File: src/core/iosr_defines.vh
`ifndef IOSR_DEFINES_VH
`define IOSR_DEFINES_VH
// register index map (byte address = 4 * index)
`define IOSR_REG_CTRL      8'h00
`define IOSR_REG_DIN_INV   8'h01
`define IOSR_REG_DOUT_INV  8'h02
`define IOSR_REG_STATUS    8'h03
`define IOSR_REG_IRQ_STAT  8'h04
`define IOSR_REG_IRQ_MASK  8'h05
`define IOSR_REG_RIN       8'h06
`define IOSR_REG_ROUT      8'h07
`define IOSR_REG_DIN_SEL   8'h10
`define IOSR_REG_DOUT_SEL  8'h18
`define IOSR_REG_RIN_SEL   8'h20
`define IOSR_REG_ROUT_SEL  8'h28
// control bits
`define IOSR_CTRL_SIM      0
`define IOSR_CTRL_COMMIT   1
// input function codes
`define IOSR_FN_NONE       8'h00
`define IOSR_FN_FREE       8'h01
`define IOSR_FN_OT_CLR     8'h0c
`define IOSR_FN_FW_LIM     8'h1c
`define IOSR_FN_RV_LIM     8'h1d
`define IOSR_FN_HOME_SNS   8'h1e
`define IOSR_FN_GP_IN_BASE 8'h40
`define IOSR_FN_EXT_ONE    8'h68
// output function codes
`define IOSR_FO_ALM_N      8'h82
`define IOSR_FO_MOVING     8'h86
`define IOSR_FO_OT_MON     8'h89
`define IOSR_FO_EXC_MON    8'h8e
`define IOSR_FO_HOME_END   8'h90
`define IOSR_FO_ABS_VALID  8'h91
`define IOSR_FO_PRST_SET   8'h92
`define IOSR_FO_FACT_SET   8'h93
`define IOSR_FO_BRAKE      8'h94
`define IOSR_FO_GP_OUT_BASE 8'hc0
// selector reset packs, entry 0 in low byte
`define IOSR_DIN_SEL_RST   48'h1d1c680c011e
`define IOSR_DOUT_SEL_RST  48'h82868e008990
`endif

File: src/core/iosr_sync.v
`timescale 1ns/1ns
`default_nettype none
// two-stage synchroniser for pin levels
module iosr_sync #(
  parameter W = 6
) (
  input  wire         clk,
  input  wire         arst_n,
  input  wire [W-1:0] d,
  output wire [W-1:0] q
);
  reg [W-1:0] meta_ff;
  reg [W-1:0] sync_ff;
  always @(posedge clk or negedge arst_n) begin
    if (!arst_n) begin
      meta_ff <= {W{1'b0}};
      sync_ff <= {W{1'b0}};
    end else begin
      meta_ff <= d;
      sync_ff <= meta_ff;
    end
  end
  assign q = sync_ff;
endmodule
`default_nettype wire

File: src/core/iosr_irq.v
`timescale 1ns/1ns
`default_nettype none
// sticky event bits, write-one-to-clear, masked level irq
module iosr_irq #(
  parameter W = 8
) (
  input  wire         clk,
  input  wire         arst_n,
  input  wire [W-1:0] event_in,
  input  wire         clr_we,
  input  wire [W-1:0] clr_bits,
  input  wire         mask_we,
  input  wire [W-1:0] mask_wdata,
  output reg  [W-1:0] stat_ff,
  output reg  [W-1:0] mask_ff,
  output reg          irq_ff
);
  wire [W-1:0] clr = clr_we ? clr_bits : {W{1'b0}};
  // set wins over a clear in the same cycle
  wire [W-1:0] nxt_stat = (stat_ff & ~clr) | event_in;
  always @(posedge clk or negedge arst_n) begin
    if (!arst_n) begin
      stat_ff <= {W{1'b0}};
      mask_ff <= {W{1'b0}};
      irq_ff  <= 1'b0;
    end else begin
      stat_ff <= nxt_stat;
      if (mask_we) begin
        mask_ff <= mask_wdata;
      end
      irq_ff <= |(nxt_stat & (mask_we ? mask_wdata : mask_ff));
    end
  end
endmodule
`default_nettype wire

File: src/core/iosr_top.v
// The register addresses and strobed register access were left to the implementer.
`timescale 1ns/1ns
`default_nettype none
`include "iosr_defines.vh"
module iosr_top #(
  parameter NDIN  = 6,
  parameter NDOUT = 6,
  parameter NRIN  = 8,
  parameter NROUT = 8,
  parameter NGP   = 16
) (
  // clock and reset
  input  wire             CLOCK,
  input  wire             ARST_N,
  // register port
  input  wire [7:0]       REG_ADDR,
  input  wire [31:0]      REG_WDATA,
  input  wire             REG_WR,
  input  wire             REG_RD,
  output reg  [31:0]      REG_RDATA,
  output wire             IRQ,
  // direct pins
  input  wire [NDIN-1:0]  DIN_PINS,
  output reg  [NDOUT-1:0] DOUT_PINS,
  // drive core status, same clock
  input  wire             EXCITED,
  input  wire             BRAKE_RELEASE,
  input  wire             MOVING,
  input  wire             HOME_END,
  input  wire             OVERTRAVEL,
  input  wire             ALARM,
  input  wire             COORDS_SET,
  input  wire             HOME_SET,
  input  wire             FACTORY_HOME,
  input  wire             SENSOR_ERR_RAW,
  // drive core controls
  output reg              EXCITE_EN,
  output reg              BRAKE_RELEASE_EN,
  output reg              FREE_RUN,
  output reg              OVERTRAVEL_CLR,
  output reg              HOME_SENSOR,
  output reg              FORWARD_LIMIT,
  output reg              REVERSE_LIMIT,
  output reg              EXTERNAL_FUNC_ONE,
  output reg              SENSOR_ALARM,
  output reg              ABS_POSITION_VALID,
  output reg              PRESET_HOME_SET,
  output reg              FACTORY_HOME_SET
);
  localparam SW = 8;
  // working and shadow settings
  reg  [NDIN*SW-1:0]  din_sel_ff,  din_sel_sh_ff;
  reg  [NDOUT*SW-1:0] dout_sel_ff, dout_sel_sh_ff;
  reg  [NRIN*SW-1:0]  rin_sel_ff,  rin_sel_sh_ff;
  reg  [NROUT*SW-1:0] rout_sel_ff, rout_sel_sh_ff;
  reg  [NDIN-1:0]     din_inv_ff,  din_inv_sh_ff;
  reg  [NDOUT-1:0]    dout_inv_ff, dout_inv_sh_ff;
  reg                 sim_ff;
  reg  [NRIN-1:0]     rin_ff;
  reg  [NROUT-1:0]    rout_ff;
  reg                 alarm_d_ff;
  wire [NDIN-1:0]     din_s;
  wire [7:0]          irq_stat;
  wire [7:0]          irq_mask;
  wire                irq_lvl;

  iosr_sync #(.W(NDIN)) u_sync (
    .clk    (CLOCK),
    .arst_n (ARST_N),
    .d      (DIN_PINS),
    .q      (din_s)
  );

  // selector bank hit, shared by the write and read decode
  function in_bank;
    input [7:0] addr;
    input [7:0] base;
    input integer n;
    begin
      in_bank = (addr >= base) && (addr < base + n);
    end
  endfunction

  // register write decode
  wire wr_ctrl     = REG_WR && (REG_ADDR == `IOSR_REG_CTRL);
  wire commit      = wr_ctrl && REG_WDATA[`IOSR_CTRL_COMMIT];
  wire wr_din_inv  = REG_WR && (REG_ADDR == `IOSR_REG_DIN_INV);
  wire wr_dout_inv = REG_WR && (REG_ADDR == `IOSR_REG_DOUT_INV);
  wire wr_rin      = REG_WR && (REG_ADDR == `IOSR_REG_RIN);
  wire wr_irq_clr  = REG_WR && (REG_ADDR == `IOSR_REG_IRQ_STAT);
  wire wr_irq_mask = REG_WR && (REG_ADDR == `IOSR_REG_IRQ_MASK);
  wire wr_din_sel  = REG_WR && in_bank(REG_ADDR, `IOSR_REG_DIN_SEL, NDIN);
  wire wr_dout_sel = REG_WR && in_bank(REG_ADDR, `IOSR_REG_DOUT_SEL, NDOUT);
  wire wr_rin_sel  = REG_WR && in_bank(REG_ADDR, `IOSR_REG_RIN_SEL, NRIN);
  wire wr_rout_sel = REG_WR && in_bank(REG_ADDR, `IOSR_REG_ROUT_SEL, NROUT);

  // in simulation the applied map is frozen at reset defaults
  always @(posedge CLOCK or negedge ARST_N) begin
    if (!ARST_N) begin
      din_sel_ff     <= `IOSR_DIN_SEL_RST;
      din_sel_sh_ff  <= `IOSR_DIN_SEL_RST;
      dout_sel_ff    <= `IOSR_DOUT_SEL_RST;
      dout_sel_sh_ff <= `IOSR_DOUT_SEL_RST;
      rin_sel_ff     <= {NRIN*SW{1'b0}};
      rin_sel_sh_ff  <= {NRIN*SW{1'b0}};
      rout_sel_ff    <= {NROUT*SW{1'b0}};
      rout_sel_sh_ff <= {NROUT*SW{1'b0}};
      din_inv_ff     <= {NDIN{1'b0}};
      din_inv_sh_ff  <= {NDIN{1'b0}};
      dout_inv_ff    <= {NDOUT{1'b0}};
      dout_inv_sh_ff <= {NDOUT{1'b0}};
      sim_ff         <= 1'b0;
      rin_ff         <= {NRIN{1'b0}};
    end else begin
      if (wr_ctrl) begin
        sim_ff <= REG_WDATA[`IOSR_CTRL_SIM];
      end
      if (wr_din_inv) begin
        din_inv_sh_ff <= REG_WDATA[NDIN-1:0];
      end
      if (wr_dout_inv) begin
        dout_inv_sh_ff <= REG_WDATA[NDOUT-1:0];
      end
      if (wr_rin) begin
        rin_ff <= REG_WDATA[NRIN-1:0];
      end
      if (wr_din_sel) begin
        din_sel_sh_ff[(REG_ADDR - `IOSR_REG_DIN_SEL)*SW +: SW] <= REG_WDATA[SW-1:0];
      end
      if (wr_dout_sel) begin
        dout_sel_sh_ff[(REG_ADDR - `IOSR_REG_DOUT_SEL)*SW +: SW] <= REG_WDATA[SW-1:0];
      end
      if (wr_rin_sel) begin
        rin_sel_sh_ff[(REG_ADDR - `IOSR_REG_RIN_SEL)*SW +: SW] <= REG_WDATA[SW-1:0];
      end
      if (wr_rout_sel) begin
        rout_sel_sh_ff[(REG_ADDR - `IOSR_REG_ROUT_SEL)*SW +: SW] <= REG_WDATA[SW-1:0];
      end
      if (commit) begin
        din_sel_ff  <= din_sel_sh_ff;
        dout_sel_ff <= dout_sel_sh_ff;
        rin_sel_ff  <= rin_sel_sh_ff;
        rout_sel_ff <= rout_sel_sh_ff;
        din_inv_ff  <= din_inv_sh_ff;
        dout_inv_ff <= dout_inv_sh_ff;
      end
    end
  end

  // simulation ignores user mapping and uses defaults
  wire [NDIN*SW-1:0]  din_sel_a  = sim_ff ? `IOSR_DIN_SEL_RST : din_sel_ff;
  wire [NDOUT*SW-1:0] dout_sel_a = sim_ff ? `IOSR_DOUT_SEL_RST : dout_sel_ff;
  wire [NRIN*SW-1:0]  rin_sel_a  = sim_ff ? {NRIN*SW{1'b0}} : rin_sel_ff;
  wire [NROUT*SW-1:0] rout_sel_a = sim_ff ? {NROUT*SW{1'b0}} : rout_sel_ff;
  wire [NDIN-1:0]     din_inv_a  = sim_ff ? {NDIN{1'b0}} : din_inv_ff;
  wire [NDOUT-1:0]    dout_inv_a = sim_ff ? {NDOUT{1'b0}} : dout_inv_ff;

  wire [NDIN-1:0] din_lvl = din_s ^ din_inv_a;

  // is any input source assigned to function code fn and on
  function fn_hit;
    input [7:0]           fn;
    input [NDIN*SW-1:0]   dsel;
    input [NDIN-1:0]      dlvl;
    input [NRIN*SW-1:0]   rsel;
    input [NRIN-1:0]      rlvl;
    integer i;
    begin
      fn_hit = 1'b0;
      for (i = 0; i < NDIN; i = i + 1) begin
        if (dsel[i*SW +: SW] == fn && fn != `IOSR_FN_NONE && dlvl[i]) begin
          fn_hit = 1'b1;
        end
      end
      for (i = 0; i < NRIN; i = i + 1) begin
        if (rsel[i*SW +: SW] == fn && fn != `IOSR_FN_NONE && rlvl[i]) begin
          fn_hit = 1'b1;
        end
      end
    end
  endfunction

  // general-purpose inputs loop back to matching outputs
  wire [NGP-1:0] gp_lvl;
  genvar g;
  generate
    for (g = 0; g < NGP; g = g + 1) begin : g_gp
      localparam [31:0] GP_CODE = `IOSR_FN_GP_IN_BASE + g;
      assign gp_lvl[g] = fn_hit(GP_CODE[7:0], din_sel_a, din_lvl,
                                rin_sel_a, rin_ff);
    end
  endgenerate

  wire free_in = fn_hit(`IOSR_FN_FREE, din_sel_a, din_lvl, rin_sel_a, rin_ff);

  // reported levels; sim overrides these five status functions, not alarm, moving, overtravel or home end
  wire exc_mon   = sim_ff ? 1'b0 : EXCITED;
  wire brk_mon   = sim_ff ? 1'b0 : BRAKE_RELEASE;
  wire abs_val   = sim_ff ? 1'b1 : COORDS_SET;
  wire prst_set  = sim_ff ? 1'b0 : HOME_SET;
  wire fact_set  = sim_ff ? 1'b0 : FACTORY_HOME;

  // output function value by code
  function [0:0] fo_val;
    input [7:0]     fo;
    input [NGP-1:0] gp;
    input [8:0]     st;
    begin
      case (fo)
        `IOSR_FO_ALM_N:     fo_val = ~st[0];
        `IOSR_FO_MOVING:    fo_val = st[1];
        `IOSR_FO_OT_MON:    fo_val = st[2];
        `IOSR_FO_EXC_MON:   fo_val = st[3];
        `IOSR_FO_HOME_END:  fo_val = st[4];
        `IOSR_FO_ABS_VALID: fo_val = st[5];
        `IOSR_FO_PRST_SET:  fo_val = st[6];
        `IOSR_FO_FACT_SET:  fo_val = st[7];
        `IOSR_FO_BRAKE:     fo_val = st[8];
        default: begin
          if (fo >= `IOSR_FO_GP_OUT_BASE && fo < `IOSR_FO_GP_OUT_BASE + NGP) begin
            fo_val = gp[fo[3:0]];
          end else begin
            fo_val = 1'b0;
          end
        end
      endcase
    end
  endfunction

  wire [8:0] st_vec = {brk_mon, fact_set, prst_set, abs_val, HOME_END,
                       exc_mon, OVERTRAVEL, MOVING, ALARM};

  reg [NDOUT-1:0] nxt_dout;
  reg [NROUT-1:0] nxt_rout;
  integer k;
  always @* begin
    nxt_dout = {NDOUT{1'b0}};
    nxt_rout = {NROUT{1'b0}};
    for (k = 0; k < NDOUT; k = k + 1) begin
      nxt_dout[k] = fo_val(dout_sel_a[k*SW +: SW], gp_lvl, st_vec) ^ dout_inv_a[k];
    end
    for (k = 0; k < NROUT; k = k + 1) begin
      nxt_rout[k] = fo_val(rout_sel_a[k*SW +: SW], gp_lvl, st_vec);
    end
  end

  wire sens_alarm = SENSOR_ERR_RAW && !sim_ff;

  // interrupt events: sensor alarm, free-run, alarm rise
  wire [7:0] events = {5'h00, ALARM && !alarm_d_ff, free_in && !FREE_RUN, sens_alarm};
  iosr_irq #(.W(8)) u_irq (
    .clk        (CLOCK),
    .arst_n     (ARST_N),
    .event_in   (events),
    .clr_we     (wr_irq_clr),
    .clr_bits   (REG_WDATA[7:0]),
    .mask_we    (wr_irq_mask),
    .mask_wdata (REG_WDATA[7:0]),
    .stat_ff    (irq_stat),
    .mask_ff    (irq_mask),
    .irq_ff     (irq_lvl)
  );
  assign IRQ = irq_lvl;

  always @(posedge CLOCK or negedge ARST_N) begin
    if (!ARST_N) begin
      DOUT_PINS          <= {NDOUT{1'b0}};
      rout_ff            <= {NROUT{1'b0}};
      alarm_d_ff         <= 1'b0;
      EXCITE_EN          <= 1'b0;
      BRAKE_RELEASE_EN   <= 1'b0;
      FREE_RUN           <= 1'b0;
      OVERTRAVEL_CLR     <= 1'b0;
      HOME_SENSOR        <= 1'b0;
      FORWARD_LIMIT      <= 1'b0;
      REVERSE_LIMIT      <= 1'b0;
      EXTERNAL_FUNC_ONE  <= 1'b0;
      SENSOR_ALARM       <= 1'b0;
      ABS_POSITION_VALID <= 1'b0;
      PRESET_HOME_SET    <= 1'b0;
      FACTORY_HOME_SET   <= 1'b0;
    end else begin
      DOUT_PINS          <= nxt_dout;
      rout_ff            <= nxt_rout;
      alarm_d_ff         <= ALARM;
      // real motor stays de-energised and braked in simulation
      EXCITE_EN          <= !sim_ff && !free_in;
      BRAKE_RELEASE_EN   <= !sim_ff && !free_in;
      FREE_RUN           <= free_in;
      OVERTRAVEL_CLR     <= fn_hit(`IOSR_FN_OT_CLR, din_sel_a, din_lvl, rin_sel_a, rin_ff);
      HOME_SENSOR        <= fn_hit(`IOSR_FN_HOME_SNS, din_sel_a, din_lvl, rin_sel_a, rin_ff);
      FORWARD_LIMIT      <= fn_hit(`IOSR_FN_FW_LIM, din_sel_a, din_lvl, rin_sel_a, rin_ff);
      REVERSE_LIMIT      <= fn_hit(`IOSR_FN_RV_LIM, din_sel_a, din_lvl, rin_sel_a, rin_ff);
      EXTERNAL_FUNC_ONE  <= fn_hit(`IOSR_FN_EXT_ONE, din_sel_a, din_lvl, rin_sel_a, rin_ff);
      SENSOR_ALARM       <= sens_alarm;
      ABS_POSITION_VALID <= abs_val;
      PRESET_HOME_SET    <= prst_set;
      FACTORY_HOME_SET   <= fact_set;
    end
  end

  // read mux, data one cycle after the strobe
  reg [31:0] nxt_rdata;
  always @* begin
    nxt_rdata = 32'h00000000;
    if (REG_ADDR == `IOSR_REG_CTRL) begin
      nxt_rdata[`IOSR_CTRL_SIM] = sim_ff;
    end else if (REG_ADDR == `IOSR_REG_DIN_INV) begin
      nxt_rdata[NDIN-1:0] = din_inv_sh_ff;
    end else if (REG_ADDR == `IOSR_REG_DOUT_INV) begin
      nxt_rdata[NDOUT-1:0] = dout_inv_sh_ff;
    end else if (REG_ADDR == `IOSR_REG_STATUS) begin
      nxt_rdata[NDIN-1:0] = din_s;
      nxt_rdata[8 +: NDOUT] = DOUT_PINS;
    end else if (REG_ADDR == `IOSR_REG_IRQ_STAT) begin
      nxt_rdata[7:0] = irq_stat;
    end else if (REG_ADDR == `IOSR_REG_IRQ_MASK) begin
      nxt_rdata[7:0] = irq_mask;
    end else if (REG_ADDR == `IOSR_REG_RIN) begin
      nxt_rdata[NRIN-1:0] = rin_ff;
    end else if (REG_ADDR == `IOSR_REG_ROUT) begin
      nxt_rdata[NROUT-1:0] = rout_ff;
    end else if (in_bank(REG_ADDR, `IOSR_REG_DIN_SEL, NDIN)) begin
      nxt_rdata[SW-1:0] = din_sel_sh_ff[(REG_ADDR - `IOSR_REG_DIN_SEL)*SW +: SW];
    end else if (in_bank(REG_ADDR, `IOSR_REG_DOUT_SEL, NDOUT)) begin
      nxt_rdata[SW-1:0] = dout_sel_sh_ff[(REG_ADDR - `IOSR_REG_DOUT_SEL)*SW +: SW];
    end else if (in_bank(REG_ADDR, `IOSR_REG_RIN_SEL, NRIN)) begin
      nxt_rdata[SW-1:0] = rin_sel_sh_ff[(REG_ADDR - `IOSR_REG_RIN_SEL)*SW +: SW];
    end else if (in_bank(REG_ADDR, `IOSR_REG_ROUT_SEL, NROUT)) begin
      nxt_rdata[SW-1:0] = rout_sel_sh_ff[(REG_ADDR - `IOSR_REG_ROUT_SEL)*SW +: SW];
    end
  end

  always @(posedge CLOCK or negedge ARST_N) begin
    if (!ARST_N) begin
      REG_RDATA <= 32'h00000000;
    end else if (REG_RD) begin
      REG_RDATA <= nxt_rdata;
    end else begin
      REG_RDATA <= 32'h00000000;
    end
  end
endmodule
`default_nettype wire

File: config.mk
export PLATFORM = sky130hd
export DESIGN_NAME = iosr_top
export DESIGN_NICKNAME = d
export VERILOG_FILES = /design/src/core/iosr_sync.v /design/src/core/iosr_irq.v /design/src/core/iosr_top.v
export VERILOG_INCLUDE_DIRS = /design/src /design/src/core
export SDC_FILE = /design/constraint.sdc
export NUM_CORES = 2
export LEC_CHECK = 0
export ABC_AREA = 1
export BUFFER_PORTS_ARGS = -buffer_cell sky130_fd_sc_hd__buf_2
export CAP_MARGIN = 10
export CELL_PAD_IN_SITES_DETAIL_PLACEMENT = 1
export CELL_PAD_IN_SITES_GLOBAL_PLACEMENT = 1
export CORE_MARGIN = 5
export CORE_UTILIZATION = 46
export DETAILED_ROUTE_END_ITERATION = 6
export PLACE_DENSITY_LB_ADDON = 0.1
export SLEW_MARGIN = 20
export SYNTH_ARGS = -nofsm -noshare
export SYNTH_HDL_FRONTEND = slang
export SYNTH_SLANG_ARGS = --single-unit
File: constraint.sdc
create_clock -name CLOCK -period 2.7 [get_ports CLOCK]
set_input_delay 0.54 -clock CLOCK [delete_from_list [all_inputs] [get_ports CLOCK]]
set_output_delay 0.54 -clock CLOCK [all_outputs]
set_load 0.01 [all_outputs]
==> flow_metrics.tcl, run 1 <==
set metrics [dict create \
    synth_area_leaders "dfrtp_1 34%, nand2_1 13%, nor2_1 6.8%" \
    synth_top_area_share 0.343 \
    htree_num_levels 2 \
    stop_stage "global routing" \
    syn-instance-count 5182 \
    die_x_um 288 \
    synth_edf_count 0 \
    synthDistinctLibCells 66 \
    yosys_warnings 0 \
    ys_seq_area_frac 0.389 \
    synth_flop_cell "dfrtp_1" \
    clockBufferDepth 3 \
    post-place-ws_ns -1.56 \
    rows 102 \
    grtUsageTotal 0.861 \
    antenna_found_initial 51 \
    gp_congestion 1.08 \
    grt_max_degree 81 \
    ys_ff_latch 550 \
    clockRootBuffer "clkbuf_16" \
    cts_buffers 61 \
    synth_area_mm2 0.0356 \
    hpwl_um 138000 \
    cts.sink_count 550 \
    postGrtWorstEndpoint "rout_sel_sh_ff[28]$_DFFE_PN0P_/D" \
    io_pins 111 \
    async_flop_share 1.00 \
    status "stopped before the end" \
    synth_top_area_cell "dfrtp_1" \
    io_buffers 68 \
    overflow 656 \
    error "[ERROR GRT-0232] Routing congestion too high. Check the congestion heatmap in the GUI." \
    syn_area_per_cell_um2 6.87 \
    die_h_um 288 \
    start_util 0.462 \
    timing.worst_endpoint.kind "sequential cell input" \
]
[kinds of logic after synthesis]
logic type,after synthesis,synth area share
simple gates,2693,0.330
compound gates,916,0.141
buf+inv,902,0.101
flops,550,0.389
mux,59,0.0187
fa+ha+maj,49,0.0172
xor+xnor,12,0.00316
other cells,1,0.000105
[through the flow]
stage                     hold WS [ns]  cells  setup TNS (ns)  cell area [µm²]   util
after floorplan                  0.244   5199         -174.90            36000      -
after global placement           0.335   6939         -249.13            43500  0.564
after detailed placement         0.338   6939         -312.19            43500  0.564
after CTS                        0.146   7185          -41.99            49700  0.645
[synth_stat cells (11+ instances only)]
cell type / count
nand2_1: 1217
nor2_1: 642
inv_1: 625
dfrtp_1: 488
o21ai_0: 456
nand3_1: 412
a21oi_1: 212
nand4_1: 173
clkbuf_1: 131
nor3_1: 85
o21ai_1: 81
dfstp_2: 62
mux2_2: 59
buf_2: 54
o22ai_1: 52
ha_1: 49
nor4_1: 45
nor2_2: 38
inv_2: 33
o211ai_1: 30
buf_4: 25
nand3b_1: 22
o221ai_1: 16
buf_1: 13
nand2_2: 13
o2111ai_1: 13
clkinv_1: 12
nand3_2: 11
[repair_timing]
action / 4_1_cts
gates resized for setup: 791
gates cloned: 25
hold buffers: 7
endpoints found under the setup margin: 248
pin swaps: 195
endpoints found under the hold margin: 31
buffers inserted: 109
[per-layer routing]
| metal | GRT usage | overflow |
|---|---|---|
| met1 | 0.845 | 11 |
| met2 | 0.971 | 364 |
| met3 | 0.768 | 27 |
| met4 | 0.886 | 252 |
| met5 | 0.531 | 2 |
==> run 2: changes to the inputs <==
CELL_PAD_IN_SITES_DETAIL_PLACEMENT = default   (was 1)
CELL_PAD_IN_SITES_GLOBAL_PLACEMENT = default   (was 1)
CORE_UTILIZATION = 40   (was 46)
PLACE_DENSITY_LB_ADDON = 0.15   (was 0.1)
==> run 2 against run 1 <==
The flow now finishes, with violations (setup timing). Synthesized area is the same. Synthesized cell count is the same.
==> flow_metrics.tcl, run 2 <==
set metrics [dict create \
    die_h_um 308 \
    core_area_mm2 0.0884 \
    grt_pass1_wl_um 235000 \
    r2r_slack_ns -0.19 \
    drtIter0Drc 5195 \
    worstSetupEndpointType "flop" \
    status "complete, but fails checks" \
    synth_top_area_cell "dfrtp_1" \
    grtUsageTotal 0.325 \
    violations "setup timing" \
    cts_tree "built" \
    critical_path_class "input port to flop" \
    drv_slew 0 \
    critPathLaunch "REG_ADDR[4]" \
    ir_drop_mv 0.568 \
    setup_slack_ns -0.297 \
    syn-instance-count 5182 \
    crit-reg2reg-launch "sim_ff" \
    vias 40221 \
    antenna_left 0 \
    synth_common_cells "1,217 x nand2_1, 642 x nor2_1, 625 x inv_1" \
    synth_flop_cell "dfrtp_1" \
    skew_ns 0.0493 \
    async_flop_share 1.00 \
    crit_end "rout_sel_sh_ff[31]" \
    hold_path_depth 3 \
    die_x_um 308 \
    critical_path_required_ns 3.26 \
    layout_common_cells "1,035 x nand2_1, 687 x buf_4, 594 x inv_1" \
    cts.sink_count 550 \
    start_util 0.403 \
    gp_congestion 1.05 \
    synth_area_leaders "dfrtp_1 34%, nand2_1 13%, nor2_1 6.8%" \
    clk_pin_slew_worst_paths_ns 0.06 \
    final_util 0.564 \
    crit_arrival_ns 3.55 \
    setup-tns-final_ns -26.98 \
    io_buffers 68 \
    clock.fmax_ghz 0.334 \
    n_antenna_cell 0 \
    drt_pre_antenna_iters 7 \
    fin_crit_ns 3.00 \
    grt_max_degree 137 \
    synth.most_common_cell "nand2_1" \
    first_global_vias 36541 \
    cp-start-kind "input port" \
    drc 0 \
    rsz0062_at_grt "yes" \
    ys_ff_latch 550 \
    cts_buffers 60 \
    r2r_end "rout_ff[3]" \
    drive_above_1_share 0.303 \
    cp_max_fo 7 \
    clockBufferDepth 3 \
    wl_per_cell_um 22.5 \
    synth_edf_count 0 \
    dp_cells 6981 \
    nNetsFinal 6093 \
    relSlewSlack 0.292 \
    synth_top_area_share 0.343 \
    p_per_area_mw_per_mm2 411 \
    rows 109 \
    r2r_cells 21 \
    antenna_found_initial 5 \
    ys_seq_area_frac 0.389 \
    die_area_mm2 0.0950 \
    syn_to_final_growth_pct 40.1 \
    clock_latency_ns 0.68 \
    yosys_warnings 0 \
    finalHoldViolCount 0 \
    max_slew.worst_pin.slew_ns 1.06 \
    cap_violations 0 \
    synthDistinctLibCells 66 \
    viasPerCell 5.59 \
    io_pins 111 \
    leakage_nw 23.1 \
    overflow 0 \
    layout_commonest_cell "nand2_1" \
    period_share 1.11 \
    hpwl_um 122000 \
    wl_um 162000 \
    htree_num_levels 2 \
    synth_area_mm2 0.0356 \
    hold_class "input port to flop" \
    finalSetupViolCount 208 \
    clockRootBuffer "clkbuf_16" \
    stdcell_count 7200 \
    power.total_w 0.0205 \
    syn_area_per_cell_um2 6.87 \
]
[run 2: cell counts after synthesis]
Identical to the previous run, type by type.
[run 2: cells by family after synthesis]
family | share of synthesized area
mux | 0.0187
xor+xnor | 0.00316
fa+ha+maj | 0.0172
buf+inv | 0.101
simple gates | 0.330
compound gates | 0.141
other cells | 0.000105
flops | 0.389
[run 2: worst max-delay path, stage by stage]
cell	delay [ns]
buf_8	0.09
inv_8	0.04
buf_6	0.11
buf_6	0.11
buf_6	0.11
ha_4	0.16
xnor2_2	0.13
inv_1	0.09
nand2_2	0.07
nor2_4	0.14
nand2_4	0.07
buf_6	0.11
ha_4	0.22
nor4_4	0.26
nand4_1	0.14
nor4_2	0.25
nand2_1	0.14
buf_6	0.14
nor2_4	0.21
nand3_4	0.14
buf_8	0.19
nand2_2	0.05
o21ai_1	0.05
[run 2: cell type report]
| cell class | count | area [µm²] |
|---|---|---|
| repair buffers | 943 | 8370 |
| clock buffers | 97 | 1820 |
| inverters | 670 | 2630 |
| multi-input cells | 3759 | 21500 |
| fillers | 8475 | 38500 |
| flip-flops and latches | 550 | 13800 |
| well taps | 1165 | 1460 |
| clock inverters | 16 | 274 |
[run 2: routing by layer]
layer  part of all wire  global-route usage
met5                  0                   0
met4              0.037              0.0973
met3               0.11              0.0726
met2               0.41               0.463
met1               0.44               0.491
[run 2: through the flow]
step,setup slack (ns),instance area (µm²),hold slack (ns)
2_1_floorplan,-1.21,36000,0.244
3_3_place_gp,-1.15,43000,0.336
3_5_place_dp,-1.21,43000,0.342
4_1_cts,-0.138,47500,0.144
5_1_grt,-0.463,49900,0.172
6_report,-0.297,49900,0.173
[run 2: worst min path at each step]
stage	from	to	slack, ns
detailed placement	u_sync.meta_ff[4]	u_sync.q[4]	0.34
global placement	u_sync.meta_ff[1]	u_sync.q[1]	0.34
global route	SENSOR_ERR_RAW	SENSOR_ALARM	0.17
CTS	SENSOR_ERR_RAW	SENSOR_ALARM	0.14
floorplan	ARST_N	ABS_POSITION_VALID	0.24
finish	SENSOR_ERR_RAW	SENSOR_ALARM	0.17
[run 2: where the power goes]
| group | internal, W | leakage, nW | switching, W | total (W) |
|---|---|---|---|---|
| Clock | 0.00510 | 1.01 | 0.00367 | 0.00876 |
| Combinational | 0.00116 | 15.0 | 0.00210 | 0.00326 |
| Sequential | 0.00838 | 7.07 | 0.0000922 | 0.00847 |
[run 2: timing repair]
action | in CTS | in global routing
cloned | 23 | 7
pin swaps | 139 | 243
buffers inserted | 40 | 38
resized for setup | 474 | 514
hold buffers | 7 | 0
hold endpoints to repair | 45 | 0
setup endpoints to repair | 235 | 239
Note: power is estimated with default switching activity, not from simulation.
